### config.mk
export PLATFORM = sky130hd
export DESIGN_NAME = systk_top
export DESIGN_NICKNAME = d
export VERILOG_FILES = /design/src/verilog/systk_pkg.sv /design/src/verilog/systk_top.sv /design/src/verilog/systk_dec.sv
export SDC_FILE = /design/constraint.sdc
export NUM_CORES = 1
export LEC_CHECK = 0
export BUFFER_PORTS_ARGS = -buffer_cell sky130_fd_sc_hd__buf_2
export CORE_MARGIN = 2
export CORE_UTILIZATION = 40
export CTS_BUF_LIST = sky130_fd_sc_hd__clkbuf_4
export DETAILED_ROUTE_END_ITERATION = 10
export GPL_ROUTABILITY_DRIVEN = 0
export RECOVER_POWER = 50
export REMOVE_ABC_BUFFERS = 1
export SYNTH_ARGS = -nofsm -noshare
export SYNTH_HDL_FRONTEND = slang
export SYNTH_SLANG_ARGS = --single-unit
### constraint.sdc
create_clock -name CLOCK_IN -period 3 [get_ports CLOCK_IN]
set_input_delay 0.3 -clock CLOCK_IN [delete_from_list [all_inputs] [get_ports CLOCK_IN]]
set_output_delay 0.3 -clock CLOCK_IN [all_outputs]
set_load 0.03 [all_outputs]
### src/verilog/systk_pkg.sv
// Constants for the system tick down counter.
// Assumes a single core clock domain and plain control ports.
//
// Contract
// - The tick timer is a 24-bit counter that decrements by one per count and reloads at zero.
// - While enabled it counts down to zero, loads the reload value on the next count, then decrements.
// - The count-reached flag is set whenever the counter value transitions to zero; the code sets it only when a step counts from one, not on a write.
// - A software read of the flag's register clears the flag as a side effect.
// - After reset the current count value is undefined and need not be initialised.
// - A write of any value to the current value clears the counter to zero.
// - With a reload value of zero the counter stays at zero after reloading.
package systk_pkg;
  // ==========================================================================
  // Widths and values
  localparam int          COUNT_WIDTH = 24;
  localparam logic [23:0] COUNT_ZERO  = 24'h000000;
  localparam logic [23:0] COUNT_ONE   = 24'h000001;
  localparam logic [23:0] RESET_COUNT = 24'h000000;
endpackage

### src/verilog/systk_top.sv
// System tick down counter, controls and status as plain ports.
// Assumes synchronous inputs on CLOCK_IN; read and write strobes are one-cycle pulses.
`timescale 1ns/1ps
`default_nettype none
module systk_top #(
  parameter int WIDTH = systk_pkg::COUNT_WIDTH
) (
  input  wire logic             CLOCK_IN,
  input  wire logic             SRST_IN,
  input  wire logic             ENABLE_IN,
  input  wire logic             COUNT_TICK_IN,
  input  wire logic [WIDTH-1:0] RELOAD_VALUE_IN,
  input  wire logic             CURRENT_WRITE_IN,
  input  wire logic             STATUS_READ_IN,
  output logic      [WIDTH-1:0] CURRENT_COUNT_VALUE_OUT,
  output logic                  COUNT_REACHED_FLAG_OUT
);
  // ==========================================================================
  // Counter
  logic [WIDTH-1:0] current_count_value;
  logic [WIDTH-1:0] next_count;
  logic             hits_zero;
  logic             step;
  logic             count_reached_flag;

  assign step = ENABLE_IN && COUNT_TICK_IN;

  // ==========================================================================
  // Events
  logic set_event;
  logic load_event;
  logic clear_event;

  // A write beats a step in the same cycle, so it neither counts nor sets the flag
  // Reads are plain strobes; a set in the same cycle still wins over them
  assign set_event   = step && hits_zero && (current_count_value != '0)
                       && !CURRENT_WRITE_IN;
  assign load_event  = step && (current_count_value == '0) && !CURRENT_WRITE_IN;
  assign clear_event = STATUS_READ_IN;

  systk_dec #(
    .WIDTH (WIDTH)
  ) u_dec (
    .count_in       (current_count_value),
    .reload_in      (RELOAD_VALUE_IN),
    .next_count_out (next_count),
    .hits_zero_out  (hits_zero)
  );

  // Reset value is a convenience only; software must not rely on it
  always_ff @(posedge CLOCK_IN)
  begin
    if (SRST_IN)
    begin
      current_count_value <= WIDTH'(systk_pkg::RESET_COUNT);
    end
    else if (CURRENT_WRITE_IN)
    begin
      current_count_value <= '0;
    end
    else if (step)
    begin
      current_count_value <= next_count;
    end
  end

  // ==========================================================================
  // Flag: a set in the same cycle as a clearing read wins
  always_ff @(posedge CLOCK_IN)
  begin
    if (SRST_IN)
    begin
      count_reached_flag <= 1'b0;
    end
    else if (set_event)
    begin
      count_reached_flag <= 1'b1;
    end
    else if (clear_event)
    begin
      count_reached_flag <= 1'b0;
    end
  end

  assign CURRENT_COUNT_VALUE_OUT = current_count_value;
  assign COUNT_REACHED_FLAG_OUT  = count_reached_flag;

  // ==========================================================================
  // Check helpers: remember the last value loaded, as the count never climbs above it
  logic [WIDTH-1:0] loaded_value;
  logic             loaded_known;

  always_ff @(posedge CLOCK_IN)
  begin
    if (SRST_IN)
    begin
      loaded_known <= 1'b0;
      loaded_value <= '0;
    end
    else if (load_event)
    begin
      loaded_known <= 1'b1;
      loaded_value <= RELOAD_VALUE_IN;
    end
  end

  // ==========================================================================
  // Checks
  property p_dec;
    @(posedge CLOCK_IN) disable iff (SRST_IN)
      (step && !CURRENT_WRITE_IN && current_count_value != '0)
      |=> current_count_value == $past(current_count_value) - 1'b1;
  endproperty
  a_dec: assert property (p_dec) else $error("count did not decrement");

  property p_reload;
    @(posedge CLOCK_IN) disable iff (SRST_IN)
      (step && !CURRENT_WRITE_IN && current_count_value == '0)
      |=> current_count_value == $past(RELOAD_VALUE_IN);
  endproperty
  a_reload: assert property (p_reload) else $error("no reload at zero");

  property p_set;
    @(posedge CLOCK_IN) disable iff (SRST_IN)
      (step && !CURRENT_WRITE_IN && current_count_value == systk_pkg::COUNT_ONE)
      |=> count_reached_flag;
  endproperty
  a_set: assert property (p_set) else $error("flag not set at zero");

  property p_clr;
    @(posedge CLOCK_IN) disable iff (SRST_IN)
      (STATUS_READ_IN && !(step && current_count_value == systk_pkg::COUNT_ONE))
      |=> !count_reached_flag;
  endproperty
  a_clr: assert property (p_clr) else $error("read did not clear flag");

  property p_wr;
    @(posedge CLOCK_IN) disable iff (SRST_IN)
      CURRENT_WRITE_IN |=> current_count_value == systk_pkg::COUNT_ZERO;
  endproperty
  a_wr: assert property (p_wr) else $error("write did not clear count");

  property p_zero_reload;
    @(posedge CLOCK_IN) disable iff (SRST_IN)
      (current_count_value == '0 && RELOAD_VALUE_IN == '0 && !CURRENT_WRITE_IN)
      |=> current_count_value == '0;
  endproperty
  a_zero_reload: assert property (p_zero_reload) else $error("zero reload moved");

  property p_hold;
    @(posedge CLOCK_IN) disable iff (SRST_IN)
      (!ENABLE_IN && !CURRENT_WRITE_IN)
      |=> $stable(current_count_value);
  endproperty
  a_hold: assert property (p_hold) else $error("count moved while disabled");

  property p_noset;
    @(posedge CLOCK_IN) disable iff (SRST_IN)
      (!ENABLE_IN && !count_reached_flag) |=> !count_reached_flag;
  endproperty
  a_noset: assert property (p_noset) else $error("flag set while disabled");

  property p_stand;
    @(posedge CLOCK_IN) disable iff (SRST_IN)
      (count_reached_flag && !STATUS_READ_IN) |=> count_reached_flag;
  endproperty
  a_stand: assert property (p_stand) else $error("flag dropped without a read");

  property p_set_cause;
    @(posedge CLOCK_IN) disable iff (SRST_IN)
      (!count_reached_flag && !(step && current_count_value == systk_pkg::COUNT_ONE))
      |=> !count_reached_flag;
  endproperty
  a_set_cause: assert property (p_set_cause) else $error("flag set away from zero");

  property p_wr_no_set;
    @(posedge CLOCK_IN) disable iff (SRST_IN)
      (CURRENT_WRITE_IN && !count_reached_flag) |=> !count_reached_flag;
  endproperty
  a_wr_no_set: assert property (p_wr_no_set) else $error("write set the flag");

  property p_tick_gate;
    @(posedge CLOCK_IN) disable iff (SRST_IN)
      (!COUNT_TICK_IN && !CURRENT_WRITE_IN) |=> $stable(current_count_value);
  endproperty
  a_tick_gate: assert property (p_tick_gate) else $error("count moved without a tick");

  property p_idle;
    @(posedge CLOCK_IN) disable iff (SRST_IN)
      (!step && !CURRENT_WRITE_IN) |=> $stable(current_count_value);
  endproperty
  a_idle: assert property (p_idle) else $error("count moved without a step");

  // Runs through reset, so it has no disable clause
  property p_reset;
    @(posedge CLOCK_IN)
      SRST_IN |=> (current_count_value == systk_pkg::RESET_COUNT) && !count_reached_flag;
  endproperty
  a_reset: assert property (p_reset) else $error("reset left state behind");

  // Quiet until the first reload has been seen
  property p_bound;
    @(posedge CLOCK_IN) disable iff (SRST_IN)
      loaded_known |-> (current_count_value <= loaded_value);
  endproperty
  a_bound: assert property (p_bound) else $error("count above last load");

  property p_zero_no_set;
    @(posedge CLOCK_IN) disable iff (SRST_IN)
      (step && !CURRENT_WRITE_IN && current_count_value == '0 && RELOAD_VALUE_IN == '0)
      |=> !$rose(count_reached_flag);
  endproperty
  a_zero_no_set: assert property (p_zero_no_set) else $error("flag set staying at zero");

  property p_load_flag;
    @(posedge CLOCK_IN) disable iff (SRST_IN)
      (step && !CURRENT_WRITE_IN && current_count_value == '0 && !STATUS_READ_IN)
      |=> $stable(count_reached_flag);
  endproperty
  a_load_flag: assert property (p_load_flag) else $error("reload touched the flag");
endmodule
`default_nettype wire

### src/verilog/systk_dec.sv
// Next-value logic for the tick counter.
// Assumes the caller registers the result.
`timescale 1ns/1ps
`default_nettype none
module systk_dec #(
  parameter int WIDTH = 24
) (
  input  wire logic [WIDTH-1:0] count_in,
  input  wire logic [WIDTH-1:0] reload_in,
  output logic      [WIDTH-1:0] next_count_out,
  output logic                  hits_zero_out
);
  // ==========================================================================
  // Decrement or reload
  always_comb
  begin
    if (count_in == '0)
    begin
      next_count_out = reload_in;
    end
    else
    begin
      next_count_out = count_in - {{(WIDTH-1){1'b0}}, 1'b1};
    end
    hits_zero_out = (next_count_out == '0);
  end
endmodule
`default_nettype wire

# Word-level counts from Yosys, hierarchy flattened
# Index checks and enable logic that the tools add are counted.
word_totals:
  reg_bits: 25
  inputBits: 30
  word_cells: 16
classes:
  addsub: 1
  n_reduce_logical: 10
  muxes: 3
ops:
  columns: ["cell", "count"]
  rows:
  - ["zero test 24 bit", 2]
  - ["2-to-1 mux 24 bit", 1]
  - ["nonzero test 24 bit", 1]
  - ["subtractor 24 x 1 -> 24 bit (second input constant)", 1]
  - ["logical AND 1 bit", 4]
  - ["2-to-1 mux 1 bit", 2]
  - ["nonzero test 2 bit", 1]
  - ["OR reduction 2 bit", 1]
  - ["zero test 1 bit", 1]

# Logic depth before layout (Yosys ltp)
depth:
  depth_word: 7
  mapped_depth: 11
  ltp_nobuf: 9

# Modules after synthesis
# From an unflattened synthesis, not the netlist that was laid out.
hier_totals:
  hier_cells: 274
  area_unflattened_um2: 2021.9
by_module_without_submodules:
  columns: ["mod", "area_each_um2", "cells_per_inst", "seq_area_each_um2", "instances"]
  rows:
  - ["systk_top", 1079.8, 120, 500.5, 1]
  - ["systk_dec", 942.2, 154, 0.0, 1]

# Worst setup path before layout
# Ideal clock, no wire load.
synth_timing:
  kind: "flip-flop to flip-flop"
  from: "register current_count_value[0] (netlist: CURRENT_COUNT_VALUE_OUT[0])"
  to: "register count_reached_flag (netlist: COUNT_REACHED_FLAG_OUT)"
  arrival_time_ns: 2.460
  required_ns: 2.931
  period_less_slack_ns: 2.529
  setup_slack_ns: 0.471
  path_stages_with_launch: 10
  n_path_buf: 0
  path_cell_list: "dfxtp_1 inv_1 ha_1 nor3b_1 nand4_1 nor4_1 xnor2_1 nand4_1 a2111o_1 o21ai_1"
synth_via:
  elab_chain_len: 7
  word_cells_on_any_way: 10
synth_rtl:
  columns: ["element", "line_no", "text"]
  rows:
  - ["start, declared", "systk_top.sv:20", "logic [WIDTH-1:0] current_count_value;"]
  - ["start signal, assigned", "systk_top.sv:55", "current_count_value <= WIDTH'(systk_pkg::RESET_COUNT);"]
  - ["start signal, assigned", "systk_top.sv:63", "current_count_value <= next_count;"]
  - ["subtractor 24 x 1 -> 24 bit or zero test 24 bit (tied branches)", "systk_dec.sv:23, systk_dec.sv:17", null]
  - ["2-to-1 mux 24 bit", "systk_dec.sv:17", "if (count_in == '0)"]
  - ["zero test 24 bit", "systk_dec.sv:25", "hits_zero_out = (next_count_out == '0);"]
  - ["logical AND 1 bit", "systk_top.sv:36", "assign set_event = step && hits_zero && (current_count_value != '0)"]
  - ["logical AND 1 bit (*)", "systk_top.sv:36", null]
  - ["logical AND 1 bit (*)", "systk_top.sv:37", "&& !CURRENT_WRITE_IN;"]
  - ["2-to-1 mux 1 bit or nonzero test 2 bit (tied branches)", null, null]
  - ["end signal, assigned", "systk_top.sv:73", "count_reached_flag <= 1'b0;"]
  - ["end signal, assigned", "systk_top.sv:77", "count_reached_flag <= 1'b1;"]
  - ["end signal, assigned", "systk_top.sv:81", "count_reached_flag <= 1'b0;"]
  - ["end, declared", "systk_top.sv:24", "logic count_reached_flag;"]
# Every way passes the cells marked *; elsewhere a longest branch is shown, timed or not.
# A chain may end at the register's enable or synchronous reset.

# Final worst setup path
layout_timing:
  from: "register current_count_value[10] (netlist: CURRENT_COUNT_VALUE_OUT[10])"
  to: "register count_reached_flag (netlist: COUNT_REACHED_FLAG_OUT)"
# The elaborated chain is that of the path after synthesis.

==> metrics <==
Power Total=0.00134 W; cell at the root of the clock tree=clkbuf_4; routed via count=between 1.5k and 2k; area of the core=between 4000 and 5000 um^2; Ports=55; Internal Power=approximately 0.00070 W; grt ovf=0; reg2reg path depth=6; Multi-input gate area=~1200 um^2; cts bufs inserted=3; required time of the critical path=3.28 ns; clock insertion delay at the later pin of the skew report=0.33 ns; Synth Warn #=0; Starting Density=0.410; Placed Area=about 2100 um^2; ant diodes=0; H-tree level count=1; largest vdd supply drop=0.000236 V; Sw Ratio=0.475; net switching power=between 0.0006 and 0.0007 W; min-delay worst type=in2reg; WHS Path Cells=4; Non-Filler Instances=353; Clock power frac=0.125; pin count of the biggest net entering global routing=29; Post-CTS Setup Repair Bufs=0; reg2reg start=CURRENT_COUNT_VALUE_OUT[10]$_SDFFE_PP0P_; final hold vios=0; Post-CTS Resized=0; Synth top area share=0.284; CTS max path bufs=2; Nets=334; final instance area=2100 um^2; top_reg_cell synth=dfxtp_1; Gate power share=0.584; routed wire length=5050 um; reg-to-reg critical path endpoint=COUNT_REACHED_FLAG_OUT$_SDFFE_PP0P_; I/O Buffers=54; Avg Synthesized Cell Area=7.08 um^2; status=complete, no violations; synth unique cells=48; Startpoint Class=flip-flop; most frequent cells in the layout=39 x nor2_1, 29 x a21oi_1, 29 x buf_2; Slew Limit Headroom=0.650; critical path arrival=2.70 ns; Worst Hold Launch=STATUS_READ_IN; CP Cell Sequence=nor4_2, nand3_2, or2_1, or4_1, a2111o_1, o21ai_1; WP buf/inv=0; Max Clk Rate=413 MHz; crit end category=flip-flop; vias per inst=5.62; worst-path fanout max=8; global-route wire length before repair=roughly 8500 um; slowest cell on the critical path=nor4_2; async set-or-reset flop fraction in the synthesized netlist=0; Placed Instances=between 300 and 400; RSZ-0062 raised after global routing=false; Min-Delay Endpoint=COUNT_REACHED_FLAG_OUT$_SDFFE_PP0P_; area delta synth->final=19.3%; Filler cells=473; ranking of synthesized cells by area=dfxtp_1 28%, nor2_1 8.3%, a21oi_1 8.2%; setup TNS=0 ns; initial antenna violation count=0; Leakage=about 0.8 nW; wire per inst=14.3 um; sequential share of the synthesized area=0.284; leading cell type in the layout, fill and taps excluded=nor2_1; Max Slew Vio Count=0; Period minus WS final=2.42 ns; flops & latches, synth=25; # hold bufs at CTS=0; sequential share of power=0.290; Pwr Density=639 nW/um^2; Detailed Place HPWL=3560 um; Post-synth EDFFs=0; drt pass-1 iters=4; register-to-register setup slack=between 0.5 and 0.6 ns; post-synth top area cell=dfxtp_1; TritonCTS Sinks=25; cells after synthesis=249; Tot GR Track Use=0.209; sequential cell area=500 um^2; CTS tree=done; share of cells above drive strength 1=0.166; vias in the first global route=approximately 1.8k; number of cells on the critical path=6; die footprint=4950 um^2; CP top delay family=simple AND/OR/NAND/NOR gates; Worst-path clk slew=0.16 ns; worst slew pin tran=0.525 ns; Site Rows=24; CP max stage delay=0.50 ns; die height=70.4 um; Post-Synthesis Cell Area=approximately 1800 um^2; CP Class=reg2reg; Final Cycle Share=0.807; final setup fails=0; initial DRC count=93; MaxCap Viol Count=0; # DRC=0; Antenna Violating Nets Remaining=0; chip width=70.4 um; Max Clock Skew=0.00397 ns
## layout make-up
type | count | area share
multi-input combinational | 203 | 0.561
clock buffer | 3 | 0.0107
clock inverter | 1 | 0.00238
inverter | 6 | 0.0107
timing repair buffer | 63 | 0.146
sequential | 25 | 0.238
tap | 52 | 0.0310
## state kept, by name, indices dropped and copies added, names as in the netlist
signal and flops:
CURRENT_COUNT_VALUE_OUT 24, COUNT_REACHED_FLAG_OUT 1
## worst max path at each step
stage,startpoint,to,slack [ns]
global placement,CURRENT_COUNT_VALUE_OUT[0]$_SDFFE_PP0P_,CURRENT_COUNT_VALUE_OUT[20]$_SDFFE_PP0P_,0.66
detailed placement,CURRENT_COUNT_VALUE_OUT[0]$_SDFFE_PP0P_,CURRENT_COUNT_VALUE_OUT[20]$_SDFFE_PP0P_,0.64
floorplan,CURRENT_COUNT_VALUE_OUT[5]$_SDFFE_PP0P_,COUNT_REACHED_FLAG_OUT$_SDFFE_PP0P_,0.36
finish,CURRENT_COUNT_VALUE_OUT[10]$_SDFFE_PP0P_,COUNT_REACHED_FLAG_OUT$_SDFFE_PP0P_,0.58
global route,CURRENT_COUNT_VALUE_OUT[0]$_SDFFE_PP0P_,CURRENT_COUNT_VALUE_OUT[20]$_SDFFE_PP0P_,0.37
CTS,CURRENT_COUNT_VALUE_OUT[10]$_SDFFE_PP0P_,COUNT_REACHED_FLAG_OUT$_SDFFE_PP0P_,0.59
## metrics by stage
| step | utilization | hold WS (ns) | setup WS (ns) |
|---|---|---|---|
| detailed placement | 0.490 | 0.442 | 0.639 |
| global route | 0.490 | 0.185 | 0.374 |
| global placement | 0.490 | 0.442 | 0.656 |
| floorplan | - | 0.463 | 0.357 |
| CTS | 0.497 | 0.202 | 0.590 |
| finish | 0.490 | 0.214 | 0.578 |
## power groups by stage
stage / Combinational [W] / Sequential (W) / Clock, W
4_1_cts: 0.000790 / 0.000389 / 0.000175
2_1_floorplan: 0.000525 / 0.000432 / 0
3_3_place_gp: 0.000786 / 0.000396 / 0
5_1_grt: 0.000881 / 0.000396 / 0.000188
3_5_place_dp: 0.000786 / 0.000397 / 0
6_report: 0.000785 / 0.000390 / 0.000168
## cells by family (layout without fill, tap and decap cells)
group           after synthesis  in the layout  share of synthesized area
flops                        25             25                      0.284
mux                           2              2                     0.0121
buf+inv                      21             73                     0.0462
xor+xnor                      9              9                     0.0447
compound gates               76             76                      0.261
simple gates                114            114                      0.337
fa+ha+maj                     2              2                     0.0142
## synthesized netlist by cell type (2+ instances only)
cell type,n
nor2_1,39
a21oi_1,29
dfxtp_1,25
nand2_1,24
o21ai_0,17
a211oi_1,13
clkbuf_1,13
nor3_1,8
or3_1,7
inv_1,6
nor4_1,6
xnor2_1,5
nand3_1,4
nand4_1,4
xor2_1,4
nand3b_1,3
o22ai_1,3
a221oi_1,2
a2bb2oi_1,2
a31oi_1,2
buf_2,2
ha_1,2
nor3b_1,2
nor4_2,2
nor4b_1,2
## worst register-to-register path: stages, from the launching register on
cell and delay, ns:
dfxtp_1 0.41, nor4_2 0.50, nand3_2 0.23, or2_1 0.29, or4_1 0.40, a2111o_1 0.42, o21ai_1 0.13
## layer usage
layer	vias up	track usage	part of all wire
li1	1016	-	-
met1	909	0.298	0.49
met2	54	0.329	0.45
met3	4	0.0289	0.054
met4	0	0.0534	0.0091
met5	-	0	0
No activity file was read; power rests on OpenSTA's default activity.
